`src/logic/secondary_status_pkg.sv`:
```
// Constants, types and carriers for the secondary status register bank
package secondary_status_pkg;

    localparam int ADDR_W = 9;
    localparam logic [8:0] SECONDARY_STATUS_OFS = 9'h114;
    localparam logic [8:0] EXPBUS_TIMEOUT_OFS = 9'h118;

    // Bit positions inside the secondary status word
    localparam int PCI_REQUEST_PENDING_BIT = 31;
    localparam int PCI_MASTER_ACTIVE_BIT = 30;
    localparam int SEQ_TASK1_REG_ACCESS_ERR_BIT = 29;
    localparam int SEQ_TASK1_PAGE_ERR_BIT = 28;
    localparam int SEQ_TASK1_ACTIVE_BIT = 27;
    localparam int SEQ_TASK0_REG_ACCESS_ERR_BIT = 26;
    localparam int SEQ_TASK0_PAGE_ERR_BIT = 25;
    localparam int SEQ_TASK0_ACTIVE_BIT = 24;
    localparam int EXPBUS_TIMEOUT_FLAG_BIT = 23;
    localparam int EXPBUS_FORMAT_ERR_BIT = 22;
    localparam int TWOWIRE_ADDR_NACK_ERR_BIT = 21;
    localparam int TWOWIRE_FRAME_ERR_BIT = 17;
    localparam int VIDEO_DMA1_PROTECT_ERR_BIT = 14;
    localparam int VIDEO_FIFO3_FLOW_ERR_BIT = 13;

    // Reset values
    localparam logic [31:0] SECONDARY_STATUS_RESET = 32'h0080_0000;
    localparam logic [15:0] EXPBUS_TIMEOUT_RESET = 16'hFFFF;
    localparam logic [12:0] STATUS_LOW_RESERVED = 13'h0000;

    // Sequencer page size and doubleword size
    localparam int PAGE_SHIFT = 12;
    localparam logic [3:0] DWORD_BYTES = 4'h4;

    typedef enum logic [2:0] {
        CMD_OTHER = 3'h0,
        CMD_LOAD_REGISTER = 3'h1,
        CMD_STORE_REGISTER = 3'h2,
        CMD_MASKED_WRITE = 3'h3
    } seq_cmd_e;

    // One sequencer task as seen by the status bank
    typedef struct packed {
        logic start;          // Task started anew, pulse
        logic executing;      // Task running, level
        logic waiting;        // Waiting on a condition, level
        logic uploading;      // Uploading working registers, level
        logic cmd_strobe;     // Command decoded, pulse
        seq_cmd_e cmd_kind;
        logic target_exists;  // Addressed register exists
        logic wr_strobe;      // Task issues a write, pulse
        logic [31:0] wr_addr;
        logic [31:0] page_base;
    } seq_task_s;

    typedef struct packed {
        logic request;        // Request line asserted, level
        logic grant;          // Grant seen, level
        logic master;         // Acting as bus master, level
    } pci_s;

    typedef struct packed {
        logic start;          // New transfer, pulse
        logic busy;           // Transfer running, level
        logic imm_strobe;     // Immediate-mode command, pulse
        logic [1:0] imm_offset;
        logic [2:0] imm_length;
    } expbus_s;

    typedef struct packed {
        logic cmd_start;      // New two-wire command, pulse
        logic addr_nack;
        logic write_nack;
        logic read_nack;
        logic arb_lost;
        logic frame_err;
    } twowire_s;

    typedef struct packed {
        logic base_reload;            // Base address reload, pulse
        logic [3:1] active;           // Per channel transfer running
        logic [3:1][31:0] addr;
        logic [3:1][31:0] protect_addr;
        logic fifo3_flow;             // Fifo 3 over or underflow, pulse
    } video_s;

    // Write-one pulses from the interrupt status register
    typedef struct packed {
        logic seq_task1_error_summary;
        logic seq_task0_error_summary;
        logic expbus_event_summary;
        logic twowire_error_summary;
        logic video_protect_err_summary;
        logic video_fifo_err_summary;
    } isr_clear_s;

    typedef enum logic [1:0] {
        BUS_IDLE = 2'b01,
        BUS_ANSWER = 2'b10
    } bus_state_e;

endpackage

```
`src/logic/secondary_status_regs.sv`:
```
// Secondary status register bank with an Avalon-MM slave port
//
// The Avalon-MM slave port is this design's own decision.
`timescale 1ns/1ps
module secondary_status_regs (
    input wire logic CLK_SYS,
    input wire logic RESET_N,
    input wire logic [8:0] AVS_ADDRESS,
    input wire logic AVS_READ,
    input wire logic AVS_WRITE,
    input wire logic [31:0] AVS_WRITEDATA,
    input wire logic [3:0] AVS_BYTEENABLE,
    output logic [31:0] AVS_READDATA,
    output logic AVS_WAITREQUEST,
    input wire secondary_status_pkg::pci_s PCI,
    input wire secondary_status_pkg::seq_task_s SEQ_TASK1,
    input wire secondary_status_pkg::seq_task_s SEQ_TASK0,
    input wire secondary_status_pkg::expbus_s EXPBUS,
    input wire secondary_status_pkg::twowire_s TWOWIRE,
    input wire secondary_status_pkg::video_s VIDEO,
    input wire secondary_status_pkg::isr_clear_s ISR_CLEAR,
    output logic [31:0] SECONDARY_STATUS,
    output logic TWOWIRE_ERROR_SUMMARY
);

    logic [1:0] rst_sync_q;
    logic rst_n;
    logic [31:0] status_q;
    logic [31:0] sticky_set;
    logic [31:0] sticky_clr;
    logic [31:0] sticky_mask;
    logic [15:0] timeout_q;
    logic [15:0] exp_count_q;
    logic twowire_summary_q;
    logic [31:0] readdata_q;
    logic waitrequest_q;
    secondary_status_pkg::bus_state_e bus_q;
    logic req;
    logic done;
    logic hit_status;
    logic hit_timeout;
    logic task1_reg_err;
    logic task0_reg_err;
    logic task1_page_err;
    logic task0_page_err;
    logic exp_timeout_hit;
    logic exp_format_err;
    logic [3:1] dma_protect_err;
    logic first_q;

    // Reset release through two flops; assertion stays asynchronous
    always_ff @(posedge CLK_SYS or negedge RESET_N) begin
        if (!RESET_N) begin
            rst_sync_q <= 2'h0;
        end else begin
            rst_sync_q <= {rst_sync_q[0], 1'b1};
        end
    end
    assign rst_n = rst_sync_q[1];

    // Bus decode; only whole aligned words are mapped
    assign req = AVS_READ | AVS_WRITE;
    assign done = req & ~waitrequest_q;
    assign hit_status = AVS_ADDRESS == secondary_status_pkg::SECONDARY_STATUS_OFS;
    assign hit_timeout = AVS_ADDRESS == secondary_status_pkg::EXPBUS_TIMEOUT_OFS;

    // Sequencer error detection per task
    function automatic logic reg_access_err(input secondary_status_pkg::seq_task_s t);
        logic hit_cmd;
        hit_cmd = (t.cmd_kind == secondary_status_pkg::CMD_LOAD_REGISTER) ||
                  (t.cmd_kind == secondary_status_pkg::CMD_STORE_REGISTER) ||
                  (t.cmd_kind == secondary_status_pkg::CMD_MASKED_WRITE);
        return t.cmd_strobe & hit_cmd & ~t.target_exists;
    endfunction

    // Page check compares everything above the page offset
    function automatic logic page_err(input secondary_status_pkg::seq_task_s t);
        logic outside;
        outside = t.wr_addr[31:secondary_status_pkg::PAGE_SHIFT] !=
                  t.page_base[31:secondary_status_pkg::PAGE_SHIFT];
        return t.wr_strobe & outside;
    endfunction

    assign task1_reg_err = reg_access_err(SEQ_TASK1);
    assign task0_reg_err = reg_access_err(SEQ_TASK0);
    assign task1_page_err = page_err(SEQ_TASK1);
    assign task0_page_err = page_err(SEQ_TASK0);

    // Immediate command must stay inside one doubleword
    assign exp_format_err = EXPBUS.imm_strobe &
        (({2'h0, EXPBUS.imm_offset} + {1'b0, EXPBUS.imm_length}) >
         secondary_status_pkg::DWORD_BYTES);

    // Expansion bus timeout counter; saturates so the flag is not missed
    always_ff @(posedge CLK_SYS or negedge rst_n) begin
        if (!rst_n) begin
            exp_count_q <= 16'h0000;
        end else if (EXPBUS.start) begin
            exp_count_q <= 16'h0000;
        end else if (EXPBUS.busy && exp_count_q != 16'hFFFF) begin
            exp_count_q <= exp_count_q + 16'h0001;
        end
    end
    assign exp_timeout_hit = EXPBUS.busy & (exp_count_q == timeout_q);

    // Address past the protection address while the channel runs
    genvar ch;
    generate
        for (ch = 1; ch <= 3; ch++) begin : g_protect
            assign dma_protect_err[ch] = VIDEO.active[ch] &
                (VIDEO.addr[ch] > VIDEO.protect_addr[ch]);
        end
    endgenerate

    // Set vector of the sticky bits
    always_comb begin
        sticky_set = 32'h0000_0000;
        sticky_set[29] = task1_reg_err;
        sticky_set[28] = task1_page_err;
        sticky_set[26] = task0_reg_err;
        sticky_set[25] = task0_page_err;
        sticky_set[23] = exp_timeout_hit;
        sticky_set[22] = exp_format_err;
        sticky_set[21] = TWOWIRE.addr_nack;
        sticky_set[20] = TWOWIRE.write_nack;
        sticky_set[19] = TWOWIRE.read_nack;
        sticky_set[18] = TWOWIRE.arb_lost;
        sticky_set[17] = TWOWIRE.frame_err;
        sticky_set[16:14] = dma_protect_err;
        sticky_set[13] = VIDEO.fifo3_flow;
    end

    // Clear vector; expansion bus flags clear only through the summary write
    always_comb begin
        sticky_clr = 32'h0000_0000;
        sticky_clr[29:28] = {2{ISR_CLEAR.seq_task1_error_summary | SEQ_TASK1.start}};
        sticky_clr[26:25] = {2{ISR_CLEAR.seq_task0_error_summary | SEQ_TASK0.start}};
        sticky_clr[23:22] = {2{ISR_CLEAR.expbus_event_summary}};
        sticky_clr[21:17] = {5{ISR_CLEAR.twowire_error_summary | TWOWIRE.cmd_start}};
        sticky_clr[16:14] = {3{ISR_CLEAR.video_protect_err_summary | VIDEO.base_reload}};
        sticky_clr[13] = ISR_CLEAR.video_fifo_err_summary | VIDEO.base_reload;
    end

    assign sticky_mask = 32'h36FF_E000;

    // Sticky bits: a set in the clearing cycle wins; the bus never writes here
    always_ff @(posedge CLK_SYS or negedge rst_n) begin
        if (!rst_n) begin
            status_q <= secondary_status_pkg::SECONDARY_STATUS_RESET;
        end else begin
            status_q <= ((status_q & ~sticky_clr) | sticky_set) & sticky_mask;
            status_q[31] <= PCI.request & ~PCI.grant;
            status_q[30] <= PCI.master;
            status_q[27] <= SEQ_TASK1.executing & ~SEQ_TASK1.waiting &
                            ~SEQ_TASK1.uploading;
            status_q[24] <= SEQ_TASK0.executing & ~SEQ_TASK0.waiting &
                            ~SEQ_TASK0.uploading;
        end
    end

    // Two-wire summary: set by the error bits, held until a new transfer drops it
    always_ff @(posedge CLK_SYS or negedge rst_n) begin
        if (!rst_n) begin
            twowire_summary_q <= 1'b0;
        end else begin
            // Start masks the old bits too, else the summary never drops
            twowire_summary_q <= (twowire_summary_q | (|status_q[21:17])) &
                                 ~TWOWIRE.cmd_start;
        end
    end

    // Timeout register, the only writable state; byte lanes honoured
    always_ff @(posedge CLK_SYS or negedge rst_n) begin
        if (!rst_n) begin
            timeout_q <= secondary_status_pkg::EXPBUS_TIMEOUT_RESET;
        end else if (AVS_WRITE && done && hit_timeout) begin
            if (AVS_BYTEENABLE[0]) begin
                timeout_q[7:0] <= AVS_WRITEDATA[7:0];
            end
            if (AVS_BYTEENABLE[1]) begin
                timeout_q[15:8] <= AVS_WRITEDATA[15:8];
            end
        end
    end

    // One wait state: read data is captured while waitrequest is high
    always_ff @(posedge CLK_SYS or negedge rst_n) begin
        if (!rst_n) begin
            bus_q <= secondary_status_pkg::BUS_IDLE;
            waitrequest_q <= 1'b1;
        end else begin
            case (bus_q)
                secondary_status_pkg::BUS_IDLE: begin
                    if (req) begin
                        bus_q <= secondary_status_pkg::BUS_ANSWER;
                        waitrequest_q <= 1'b0;
                    end
                end
                secondary_status_pkg::BUS_ANSWER: begin
                    bus_q <= secondary_status_pkg::BUS_IDLE;
                    waitrequest_q <= 1'b1;
                end
                default: begin
                    bus_q <= secondary_status_pkg::BUS_IDLE;
                    waitrequest_q <= 1'b1;
                end
            endcase
        end
    end

    // Read mux; unmapped addresses read zero
    always_ff @(posedge CLK_SYS or negedge rst_n) begin
        if (!rst_n) begin
            readdata_q <= 32'h0000_0000;
        end else if (AVS_READ && waitrequest_q) begin
            if (hit_status) begin
                readdata_q <= status_q;
            end else if (hit_timeout) begin
                readdata_q <= {16'h0000, timeout_q};
            end else begin
                readdata_q <= 32'h0000_0000;
            end
        end
    end

    assign AVS_READDATA = readdata_q;
    assign AVS_WAITREQUEST = waitrequest_q;
    assign SECONDARY_STATUS = status_q;
    assign TWOWIRE_ERROR_SUMMARY = twowire_summary_q;

    // Marks the first cycle out of reset for the reset-value check
    always_ff @(posedge CLK_SYS or negedge rst_n) begin
        if (!rst_n) begin
            first_q <= 1'b1;
        end else begin
            first_q <= 1'b0;
        end
    end
endmodule

```
`config.mk`:
```
export PLATFORM = sky130hd
export DESIGN_NAME = secondary_status_regs
export DESIGN_NICKNAME = d
export VERILOG_FILES = /design/src/logic/secondary_status_pkg.sv /design/src/logic/secondary_status_regs.sv
export SDC_FILE = /design/constraint.sdc
export NUM_CORES = 1
export LEC_CHECK = 0
export BUFFER_PORTS_ARGS = -buffer_cell sky130_fd_sc_hd__buf_2
export CAP_MARGIN = 10
export CELL_PAD_IN_SITES_DETAIL_PLACEMENT = 0
export CELL_PAD_IN_SITES_GLOBAL_PLACEMENT = 1
export CORE_AREA = 3 3 185 187
export CTS_CLUSTER_SIZE = 25
export DETAILED_ROUTE_END_ITERATION = 7
export DIE_AREA = 0 0 188 190
export GPL_ROUTABILITY_DRIVEN = 1
export GPL_TIMING_DRIVEN = 0
export PLACE_DENSITY = 0.58
export SYNTH_ARGS = -nofsm -noshare
export SYNTH_HDL_FRONTEND = slang
export SYNTH_SLANG_ARGS = --single-unit
```
`constraint.sdc`:
```
create_clock -name CLK_SYS -period 5.57 [get_ports CLK_SYS]
set_clock_uncertainty 0.05 [all_clocks]
set_input_delay 0.2785 -clock CLK_SYS [delete_from_list [all_inputs] [get_ports CLK_SYS]]
set_output_delay 0.2785 -clock CLK_SYS [all_outputs]
set_load 0.01 [all_outputs]
```
=== After elaboration in Yosys (flattened, before gate mapping) ===
Cells that the tools add are included.

* Add/sub/neg operators: 2
* Multiplexer cells: 8
* Bitwise operators: 37
* Order comparisons: 4
* Reduce and logical (&&, ||, !) cells: 12
* Equality and inequality tests: 14

{| class="wikitable"
|+ Operator list
! kind !! count
|-
| 32-bit greater-than comparator || 3
|-
| 16-bit two-way mux || 3
|-
| 20-bit != test || 2
|-
| 32-bit two-way mux || 1
|-
| 30-bit bitwise AND || 1
|-
| 30-bit NOT || 1
|-
| 30-bit OR || 1
|-
| 1-bit bitwise AND || 18
|-
| 9-bit == test, second input constant || 2
|-
| 16-bit by 1-bit adder with 16-bit output, second input constant || 1
|-
| 16-bit == test || 1
|-
| 16-bit != test, second input constant || 1
|-
| 3-bit by 2-bit == test with 1-bit output, second input constant || 4
|-
| 1-bit NOT || 9
|-
| 1-bit OR || 7
|-
| 3-bit by 1-bit == test with 1-bit output, second input constant || 2
|-
| 5-bit OR reduction || 1
|-
| 2-bit by 3-bit adder with 4-bit output || 1
|-
| 4-bit by 3-bit greater-than comparator with 1-bit output, second input constant || 1
|-
| 1-bit logical AND || 4
|-
| 1-bit logical OR || 4
|-
| 2-bit two-way mux || 2
|-
| 2-bit AND reduction || 2
|-
| 2-bit by 1-bit == test with 1-bit output, second input constant || 1
|-
| 3 further kinds || 4
|}

* Logic and storage cells: 86
* Bits of input ports: 417
* Register bits after elaboration: 89

=== Depth between registers and ports, before layout ===
Gate-level depths: netlist of the first run.

* Depth after elaboration: 6
* Mapped depth: 7
* Depth with buffers taken out: 7

=== Worst setup path before layout of the first run ===
No wires, ideal clock.

* Path type: reg-to-reg
* From: register exp_count_q[7]
* To: register exp_count_q[15]
* Setup time: 77 ps
* Arrival time: 1675 ps
* Buffers on the path: 1
* Cell stages (with the launch flop): 7
* Path slack: 3767 ps
* Period minus slack after synthesis: 1803 ps
* Required time: 5443 ps
* Path through: dfrtp_1 and4_4 buf_6 and2_4 a211o_1 or4_1 a21oi_1

* Cells in the longest elaborated chain, start to end: 3

{| class="wikitable"
|+ RTL lines
! what !! line !! RTL
|-
| start: declaration || secondary_status_regs.sv:33 || <nowiki>logic [15:0] exp_count_q;</nowiki>
|-
| start signal: assignment || secondary_status_regs.sv:101 || <nowiki>exp_count_q <= exp_count_q + 16'h0001;</nowiki>
|-
| 16-bit by 1-bit adder with 16-bit output / 16-bit != test (equally long branches) || secondary_status_regs.sv:101, secondary_status_regs.sv:100 ||
|-
| 16-bit two-way mux / 1-bit logical AND (equally long branches) || secondary_status_regs.sv:100 || <nowiki>end else if (EXPBUS.busy && exp_count_q != 16'hFFFF) begin</nowiki>
|-
| 16-bit two-way mux / 2-bit nonzero test (equally long branches) || - ||
|}

Several ways; a longest one is shown, not always the timed one. The select of a mux whose other input is x is not followed.
A chain may end at the register's enable or synchronous reset.

==> results.py, run 1 <==
metrics = {
    "clock_network": {
        "clk_pin_slew_ns": 0.07,
        "clkLatencyLatePin_ns": 0.35,
        "clkSinkCount": 88,
        "postCtsHoldBufs": 2,
        "cts_buffers": 9,
        "clockRootBuffer": "clkbuf_16",
        "cts_resized": 0,
        "post_cts_buffers": 0,
        "tritoncts": "built",
        "htreeDepth": 3,
        "cts_max_path_buffers": 2,
    },
    "place": {
        "dp.final_hpwl_um": 21300,
        "io_buffers": 402,
        "place_area_um2": 9340,
        "dp_cells": 1570,
        "place_ws_ns": 2.74,
        "gp_congestion": 0.784,
    },
    "floorplanning": {
        "dieArea_um2": 35700,
        "die-width_um": 188,
        "initial_utilization_pct": 20.5,
        "die_h_um": 190,
        "num_rows": 66,
        "core_um2": 32600,
        "pin_count": 483,
    },
    "pwr": {
        "netSwitchingFraction_pct": 29.8,
        "leakage_nw": 5.30,
        "pwr-share-clk_pct": 35.0,
        "p_switching_mw": 0.515,
        "p_seq_share_pct": 40.0,
        "vdd_drop_max_uv": 128,
        "power_density_nw_per_um2": 179,
        "power.internal_mw": 1.21,
        "pwr-share-comb_pct": 25.0,
    },
    "synth": {
        "synth_common_cells": "110 x inv_1, 99 x ha_1, 70 x dfrtp_1, 45 x a21oi_1, 43 x xnor2_1",
        "synth.most_common_cell": "inv_1",
        "synth_seq_area_share_pct": 33.2,
        "async_flop_share_pct": 100,
        "ys_seq_elements": 88,
        "avgSynthCellArea_um2": 9.39,
        "yosys-top-cells-area": "dfrtp_1 26%, ha_1 19%, dfstp_2 7.1%, inv_1 6.2%, xnor2_1 5.6%",
        "ys.flop_type": "dfrtp_1",
        "synth.distinct_cells": 49,
        "synth-edff-count": 0,
        "synth_warnings": 0,
        "syn-cell-area_um2": 6690,
        "netlist_instances": 713,
        "yosys.area.top_type": "dfrtp_1",
        "synth_top_area_share_pct": 26.2,
    },
    "sta": {
        "post-route-period-util_pct": 44.4,
        "setup-violations-final": 0,
        "grt_setup_unrepaired": "false",
        "finalWorstSetupSlack_ns": 3.10,
        "period_needed_ns": 2.47,
        "fmax_mhz": 404,
        "worst_pin_slew_ns": 0.850,
        "holdWs_ns": 0.0363,
        "slew-limit-headroom_pct": 43.1,
        "finalMaxSlewViolations": 0,
        "fin_setup_tns_ns": 0,
        "finalHoldViolCount": 0,
    },
    "routing": {
        "drtIter0Drc": 151,
        "route.detailed.drc": 0,
        "ant_nets": 0,
        "routed_via_density": 4.17,
        "wl_per_cell_um": 15.3,
        "vias": 6628,
        "drt-total-wl_um": 24300,
        "first_pass_iters": 6,
    },
    "grt": {
        "antenna_found_initial": 2,
        "grt_pass1_wl_um": 37400,
        "grtUsageTotal_pct": 13.3,
        "grt_max_degree": 57,
        "grt-ovfl-total": 0,
        "grt_pass1_vias": 6957,
    },
    "cells_and_area": {
        "multiInputGateArea_um2": 3960,
        "drive_gt1_share_pct": 41.4,
        "syn_to_final_growth_pct": 44.1,
        "diodes": 0,
        "nFillCells": 3574,
        "stdcell_count": 1588,
        "fin_nets": 1658,
        "fin_area_um2": 9650,
        "regArea_um2": 2230,
    },
    "setup_path": {
        "crit_slowest_cell": "nor2_1",
        "regToRegSetupSlack_ns": 3.10,
        "crit_path_max_fanout": 10,
        "endpoint_kind": "flip-flop",
        "cp_data_arrival_time_ns": 2.71,
        "r2r_end": "AVS_READDATA[8]$_DFFE_PN0P_",
        "path_cells": "and2_1 > nand4_1 > nor2_1 > clkbuf_1 > a22o_1",
        "crit_required_ns": 5.80,
        "path_class": "flip-flop to flip-flop",
        "critPathLaunchType": "flip-flop",
        "r2r-start": "bus_q[0]$_DFFE_PN1P_",
        "cpPeakStageDelay_ns": 0.71,
        "worstRegToRegCells": 5,
    },
    "outcome": {
        "outcome": "finished clean",
    },
    "min_path": {
        "holdPathStages": 2,
        "hp-start": "SEQ_TASK0[71]",
        "hold_end": "SECONDARY_STATUS[24]$_DFF_PN0_",
        "min_path_type": "input pin to flip-flop",
    },
    "flow_run": {
        "maxCapViolCount": 0,
    },
}
## worst max path at each step
| stage | to | slack (ns) | startpoint | depth (start not counted) |
|---|---|---|---|---|
| global route | AVS_READDATA[8]$_DFFE_PN0P_ | 2.84 | bus_q[0]$_DFFE_PN1P_ | 5 |
| floorplan | AVS_READDATA[0]$_DFFE_PN0P_ | 2.92 | rst_sync_q[1]$_DFF_PN0_ | 0 |
| detailed placement | AVS_READDATA[10]$_DFFE_PN0P_ | 2.74 | AVS_ADDRESS[5] | 6 |
| CTS | AVS_READDATA[8]$_DFFE_PN0P_ | 3.02 | bus_q[0]$_DFFE_PN1P_ | 5 |
| finish | AVS_READDATA[8]$_DFFE_PN0P_ | 3.10 | bus_q[0]$_DFFE_PN1P_ | 5 |
| global placement | AVS_READDATA[25]$_DFFE_PN0P_ | 1.55 | rst_sync_q[1]$_DFF_PN0_ | 0 |
## power groups by stage
| stage | clock, mW | combinational, mW | sequential (mW) |
|---|---|---|---|
| floorplan | 0 | 0.203 | 0.708 |
| global placement | 0 | 0.423 | 0.710 |
| detailed placement | 0 | 0.437 | 0.703 |
| CTS | 0.631 | 0.442 | 0.691 |
| global route | 0.655 | 0.494 | 0.696 |
| finish | 0.603 | 0.432 | 0.690 |
## cells by family (layout without fill, tap and decap cells)
kind of cell / after synthesis / after routing / synth area share [%]
xor+xnor: 67 / 67 / 8.77
simple gates: 166 / 166 / 13.2
flops: 88 / 88 / 33.2
mux: 17 / 17 / 2.84
other cells: 2 / 14 / 0.112
fa+ha+maj: 100 / 100 / 18.8
buf+inv: 133 / 554 / 8.34
compound gates: 140 / 140 / 14.7
## metrics by stage
step	util (%)	total power [mW]
after floorplan	-	0.911
after global placement	28.5	1.13
after detailed placement	28.6	1.14
after CTS	29.6	1.76
after global routing	29.6	1.84
final	29.6	1.73
## sequential cells by signal, summed over array words and instances (netlist names)
register / flops
AVS_READDATA: 32
rst_sync_q: 2
bus_q: 2
exp_count_q: 16
timeout_q: 16
SECONDARY_STATUS: 19
TWOWIRE_ERROR_SUMMARY: 1
## layout make-up
type	instances	area share [%]
multi-input combinational	504	41.0
sequential	88	23.1
timing repair buffer	405	21.4
tap	442	5.73
inverter	110	4.28
clock buffer	12	2.66
buffer	23	1.50
clock inverter	4	0.350
## worst max-delay path, delay by kind of cell (launching register included)
kind / cells / cell delay, ns
flops: 1 / 0.56
simple gates: 3 / 0.99
buf+inv: 1 / 0.59
compound gates: 1 / 0.23
## cells in the final DEF, fill, tap and decap left out, drive strengths merged, types with 6 or more instances in the layout
master and count:
xnor2 43, nand3 27, conb 14, xor2 24, dfstp 18, nor4 13
nor2 28, inv 113, mux2 16, a21oi 45, clkbuf 19, ha 99
a221o 6, nor2b 6, buf 419, nand2 30, a21o 15, nor3 6
a22o 31, o21ai 14, dfrtp 70, a2111oi 6, nand4 38
## metal layers
layer | vias to the layer above | wire (um) | GRT usage (%)
li1 | 3381 | - | -
met1 | 2978 | 9930 | 15.3
met2 | 243 | 12300 | 24.7
met3 | 22 | 1700 | 3.17
met4 | 4 | 333 | 3.17
met5 | - | 24 | 0
(Power assumes the default switching activity.)
==> inputs of run 2 (changes only) <==
- ABC_AREA: unset -> 1
- PLACE_DENSITY: 0.58 -> 0.63
- clock period: 5.57 -> 2.4 ns (I/O delays scaled with it)
==> run 2 against run 1 <==
- routed wire length up 30%
- design area rose by 12%
- sequential share of layout area shrank 2.5 points
- sequential cell count did not move
- final cell count up 20%
- critical path depth unchanged
- global-route usage grew 3.9 points
- highest routed layer unchanged
- via count up 21%
- sequential power up 130%
- non-clock buffer count is 44 higher
- worst setup slack worse by 2.6 ns
==> results.py, run 2 <==
metrics = {
    "cells_and_area": {
        "layout_commonest_cell": "buf_2",
        "fin_area_um2": 10800,
        "syn_to_final_growth_pct": 45.8,
        "drive_gt1_share_pct": 35.3,
        "largest_reg_flops": 32,
        "most-common-layout-cells": "404 x buf_2, 225 x nand2_1, 195 x inv_1",
        "fin_nets": 1971,
    },
    "synth": {
        "synth_top_area_share_pct": 23.6,
        "ys_seq_elements": 88,
        "avgSynthCellArea_um2": 7.56,
        "yosys-top-cells-area": "dfrtp_1 24%, ha_1 17%, nand2_1 11%, inv_1 9.8%, dfstp_2 6.4%",
        "async_flop_share_pct": 100,
        "ys.flop_type": "dfrtp_1",
        "syn-cell-area_um2": 7430,
        "synth_common_cells": "225 x nand2_1, 195 x inv_1, 99 x ha_1, 70 x dfrtp_1, 62 x nor2_1",
        "netlist_instances": 983,
        "synth-edff-count": 0,
        "synth_seq_area_share_pct": 29.9,
        "yosys.area.top_type": "dfrtp_1",
        "synth_warnings": 0,
        "synth.most_common_cell": "nand2_1",
        "synth.distinct_cells": 49,
    },
    "floorplanning": {
        "die_h_um": 190,
        "num_rows": 66,
        "die-width_um": 188,
        "core_um2": 32600,
        "pin_count": 483,
        "initial_utilization_pct": 22.8,
        "dieArea_um2": 35700,
    },
    "sta": {
        "finalHoldViolCount": 0,
        "finalMaxSlewViolations": 0,
        "holdWs_ns": 0.0207,
        "period_needed_ns": 1.95,
        "grt_setup_unrepaired": "false",
        "worst_pin_slew_ns": 0.732,
        "fin_setup_tns_ns": 0,
        "post-route-period-util_pct": 81.1,
        "fmax_mhz": 514,
        "setup-violations-final": 0,
        "slew-limit-headroom_pct": 51.2,
    },
    "grt": {
        "grt_pass1_vias": 7919,
        "antenna_found_initial": 18,
        "grtUsageTotal_pct": 17.2,
        "grt_pass1_wl_um": 45900,
        "grt_max_degree": 62,
        "grt-ovfl-total": 0,
    },
    "routing": {
        "routed_via_density": 4.20,
        "route.detailed.drc": 0,
        "vias": 7992,
        "first_pass_iters": 5,
        "wl_per_cell_um": 16.6,
        "drtIter0Drc": 314,
        "ant_nets": 0,
        "drt-total-wl_um": 31500,
    },
    "clock_network": {
        "htreeDepth": 3,
        "cts_max_path_buffers": 2,
        "clockRootBuffer": "clkbuf_16",
        "clk_pin_slew_ns": 0.07,
        "clkSinkCount": 88,
        "cts_buffers": 9,
        "tritoncts": "built",
        "clkLatencyLatePin_ns": 0.36,
    },
    "outcome": {
        "outcome": "finished clean",
    },
    "setup_path": {
        "crit_slowest_cell": "clkbuf_1",
        "regToRegSetupSlack_ns": 0.45,
        "endpoint_kind": "flip-flop",
        "critPathLaunchType": "flip-flop",
        "critPathTopFamily": "buffers and inverters",
        "crit_path_max_fanout": 10,
        "path_class": "flip-flop to flip-flop",
        "path_common_cell": "nand2_1",
        "cp_data_arrival_time_ns": 2.17,
        "r2r-start": "bus_q[0]$_DFFE_PN1P_",
        "critPathLaunch": "bus_q[0]$_DFFE_PN1P_",
        "crit_buf_inv": 2,
        "crit_required_ns": 2.62,
        "path_cells": "nand2_1 > inv_1 > clkbuf_1 > nand2_1 > o21ai_1",
        "cpPeakStageDelay_ns": 0.56,
    },
    "min_path": {
        "hp-start": "SEQ_TASK1[73]",
        "min_path_type": "input pin to flip-flop",
    },
    "flow_run": {
        "maxCapViolCount": 0,
    },
    "place": {
        "place_area_um2": 10100,
        "dp.final_hpwl_um": 27600,
        "io_buffers": 403,
        "gp_congestion": 0.856,
    },
    "pwr": {
        "vdd_drop_max_uv": 382,
        "power_density_nw_per_um2": 405,
        "leakage_nw": 6.09,
        "power_mw": 4.39,
    },
}
## run 2: changes by cell type after synthesis, moves of 14 or more
cell,change
nor2_1,+34
o21ai_1,+26
o21ai_2,+20
xnor2_1,-16
nand2_1,+195
mux2_2,-16
a22o_1,-26
inv_1,+85
nand4_1,-14
## run 2: final cells by class
| type | count | area, um^2 |
|---|---|---|
| timing repair buffer | 448 | 2480 |
| sequential | 88 | 2230 |
| tap | 442 | 553 |
| multi-input combinational | 682 | 4330 |
| clock buffer | 10 | 239 |
| buffer | 24 | 170 |
| antenna | 2 | 5.00 |
| fill | 3531 | 21800 |
| clock inverter | 6 | 75.1 |
| inverter | 201 | 756 |
## run 2: final timing paths
check                                                 end  cells past startpoint
setup reg to reg             AVS_READDATA[29]$_DFFE_PN0P_                      5
hold / removal             SECONDARY_STATUS[29]$_DFF_PN0_                      4
min in group asynchronous         rst_sync_q[1]$_DFF_PN0_                      2
setup / recovery             AVS_READDATA[29]$_DFFE_PN0P_                      5
hold reg to reg              AVS_READDATA[10]$_DFFE_PN0P_                      0
max in group asynchronous            bus_q[0]$_DFFE_PN1P_                      1
## run 2: per-layer routing
layer	part of all wire (%)	global-route usage, %	up-vias	wire, um
met5	0.26	0	-	82
met4	1.2	3.00	12	394
met3	7.9	4.11	32	2480
met2	45	28.2	345	14200
met1	46	23.2	3534	14400
li1	-	-	4069	-
## run 2: per-stage QoR
stage	cells	utilization (%)	worst slack, ns
2_1_floorplan	995	-	0.882
3_3_place_gp	1840	30.8	0.0919
3_5_place_dp	1841	30.9	0.329
4_1_cts	1901	33.2	0.330
5_1_grt	1902	33.2	0.264
6_report	1903	33.2	0.455
## run 2: worst min-delay path: stages
cell and delay (ns):
buf_2 0.08, inv_1 0.04, nand3_1 0.05, o21ai_0 0.08
## run 2: cells by family (layout without fill, tap and decap cells)
kind of cell               count (synthesis)  in the layout  synth area share [%]
adders and majority gates                100            100                  16.9
xor gates and xnor gates                  40             40                  4.71
other                                      2             16                 0.101
AOI/OAI and AO/OA                        144            144                  12.3
DFF                                       88             88                  29.9
buffers and inverters                    225            689                  12.5
and+or+nand+nor                          384            384                  23.6
## run 2: timing repair
item                      in CTS  in global routing
hold buffers                  44                  0
hold endpoints to repair      40                  0
setup buffers                  0                  0
gates resized for setup        0                  0
## run 2: power breakdown
| group | switching, mW | internal [mW] | total (mW) | leakage, nW |
|---|---|---|---|---|
| clock network | 0.684 | 0.852 | 1.54 | 0.151 |
| logic | 0.685 | 0.571 | 1.26 | 4.82 |
| registers | 0.0505 | 1.55 | 1.60 | 1.12 |
| total | 1.42 | 2.97 | 4.39 | 6.09 |
==> inputs of run 3 (changes only) <==
- CORE_AREA: 3 3 185 187 -> 3 3 189 191
- DIE_AREA: 0 0 188 190 -> 0 0 192 194
- clock period: 2.4 -> 1.65 ns (I/O delays scaled with it)
==> run 3 against run 2 <==
- sequential power rose by 46%
- design area rose by 1.2%
- fmax rose by 24%
- largest power group unchanged
- highest routed layer unchanged
==> results.py, run 3 (synthesized netlist as in run 2, its figures left out) <==
metrics = {
    "pwr": {
        "leakage_nw": 6.16,
        "vdd_drop_max_uv": 436,
        "power_density_nw_per_um2": 563,
        "power_mw": 6.18,
    },
    "clock_network": {
        "clkSinkCount": 88,
        "clk_pin_slew_ns": 0.08,
        "cts_max_path_buffers": 2,
        "clkLatencyLatePin_ns": 0.35,
        "clockRootBuffer": "clkbuf_16",
        "tritoncts": "built",
        "htreeDepth": 3,
        "cts_buffers": 9,
    },
    "grt": {
        "grtUsageTotal_pct": 14.3,
        "antenna_found_initial": 5,
        "grt_pass1_wl_um": 42200,
        "busiest_layer": "met2",
        "grtUsageMet2_pct": 26.9,
        "grt-ovfl-total": 0,
        "grt_max_degree": 67,
        "grt_pass1_vias": 8147,
        "met1_usage_pct": 16.7,
        "grt_use_met3_pct": 3.04,
    },
    "place": {
        "dp.final_hpwl_um": 23700,
        "dp_cells": 1854,
        "gp_congestion": 0.813,
        "io_buffers": 403,
    },
    "setup_path": {
        "critPathLaunch": "exp_count_q[0]$_DFFE_PN0P_",
        "r2r-start": "exp_count_q[0]$_DFFE_PN0P_",
        "crit_path_max_fanout": 10,
        "crit_required_ns": 1.84,
        "regToRegSetupSlack_ns": 0.09,
        "worstRegToRegCells": 9,
        "endpoint_kind": "flip-flop",
        "worstSetupEndpoint": "exp_count_q[13]$_DFFE_PN0P_",
        "path_class": "flip-flop to flip-flop",
        "r2r_end": "exp_count_q[13]$_DFFE_PN0P_",
        "cp_data_arrival_time_ns": 1.76,
        "critPathLaunchType": "flip-flop",
    },
    "sta": {
        "slew-limit-headroom_pct": 63.4,
        "finalMaxSlewViolations": 0,
        "post-route-period-util_pct": 94.8,
        "fmax_mhz": 639,
        "setup-violations-final": 0,
        "period_needed_ns": 1.56,
        "finalHoldViolCount": 0,
        "worst_pin_slew_ns": 0.549,
        "grt_setup_unrepaired": "true",
    },
    "routing": {
        "first_pass_iters": 4,
        "routed_via_density": 4.10,
        "ant_nets": 0,
        "drtIter0Drc": 207,
        "vias": 7905,
        "wl_per_cell_um": 14.2,
        "route.detailed.drc": 0,
        "drt-total-wl_um": 27400,
    },
    "cells_and_area": {
        "fin_nets": 1983,
        "most-common-layout-cells": "404 x buf_2, 222 x nand2_1, 194 x inv_1",
        "largest_reg_flops": 32,
        "drive_gt1_share_pct": 36.6,
        "layout_commonest_cell": "buf_2",
        "syn_to_final_growth_pct": 47.6,
        "nFillCells": 3781,
        "final_util_pct": 32.0,
        "regArea_um2": 2230,
        "stdcell_count": 1928,
        "multiInputGateArea_um2": 4370,
    },
    "floorplanning": {
        "pin_count": 483,
        "num_rows": 68,
        "die-width_um": 192,
        "initial_utilization_pct": 21.7,
        "dieArea_um2": 37200,
        "core_um2": 34300,
        "die_h_um": 194,
    },
    "flow_run": {
        "maxCapViolCount": 0,
    },
    "min_path": {
        "min_path_type": "input pin to async pin",
    },
    "outcome": {
        "outcome": "finished clean",
    },
}
run 3: cell types whose count changed in the layout (fill, tap and decap cells not counted), moves of 2 or more:
cell,change
buf_6,+2
nand2_1,-3
clkbuf_2,+3
clkbuf_1,-3
nand2_2,+3
buf_4,+10
run 3: layout make-up:
| class | count | area share (%) |
|---|---|---|
| Antenna cell | 2 | 0.0456 |
| Buffer | 24 | 1.62 |
| Clock buffer | 10 | 2.09 |
| Clock inverter | 6 | 0.479 |
| Inverter | 201 | 6.89 |
| Multi-Input combinational cell | 682 | 39.9 |
| Sequential cell | 88 | 20.3 |
| Tap cell | 455 | 5.19 |
| Timing Repair Buffer | 460 | 23.5 |
run 3: worst min-delay path by stage:
| stage | from | end | slack (ns) | depth (start not counted) |
|---|---|---|---|---|
| floorplan | RESET_N | rst_sync_q[0]$_DFF_PN0_ | -0.26 | 0 |
| global placement | RESET_N | rst_sync_q[0]$_DFF_PN0_ | -0.18 | 1 |
| detailed placement | RESET_N | rst_sync_q[1]$_DFF_PN0_ | -0.18 | 1 |
| CTS | RESET_N | rst_sync_q[0]$_DFF_PN0_ | 0.004 | 2 |
| global route | RESET_N | rst_sync_q[0]$_DFF_PN0_ | 0.006 | 2 |
| finish | RESET_N | rst_sync_q[0]$_DFF_PN0_ | 0.03 | 2 |
run 3: timing repair:
item / 4_1_cts / 5_1_grt
cloned: 0 / 0
setup buffers: 4 / 8
hold buffers: 44 / 0
pin swaps: 1 / 9
endpoints found under the setup margin: 46 / 33
resized for setup: 6 / 12
hold endpoints to repair: 39 / 0
run 3: power breakdown:
part / switching [mW] / internal, mW / total [mW]
clock: 0.975 / 1.05 / 2.02
combinational: 0.976 / 0.861 / 1.84
sequential: 0.0733 / 2.25 / 2.33
run 3: metrics by stage:
| stage | TNS (ns) | setup WS (ns) | instance area, um^2 | hold WS, ns |
|---|---|---|---|---|
| 6_report | 0 | 0.0861 | 11000 | 0.0265 |
| 5_1_grt | -0.152 | -0.0472 | 11000 | 0.00590 |
| 3_5_place_dp | -4.90 | -0.409 | 10100 | -0.179 |
| 3_3_place_gp | -50.21 | -0.647 | 10100 | -0.182 |
| 2_1_floorplan | 0 | 0.132 | 7480 | -0.263 |
| 4_1_cts | 0 | 0.0173 | 10900 | 0.00435 |
run 3: routing by layer:
metal  vias to the layer above  share of wire [%]  wire length (um)
met5                         -               0.17                47
met4                         6                1.1               302
met3                        24                6.6              1810
met2                       281                 51             14100
met1                      3505                 41             11200
li1                       4089                  -                 -
run 3: critical path, cell delays in order, from the launching register on:
cell and delay, ns:
dfrtp_1 0.41, ha_4 0.17, nand3_1 0.09, nor2_2 0.17, nand3_4 0.11, nand2_4 0.11, nand2_2 0.06, buf_6 0.15
nand4_1 0.08, o21ai_2 0.06
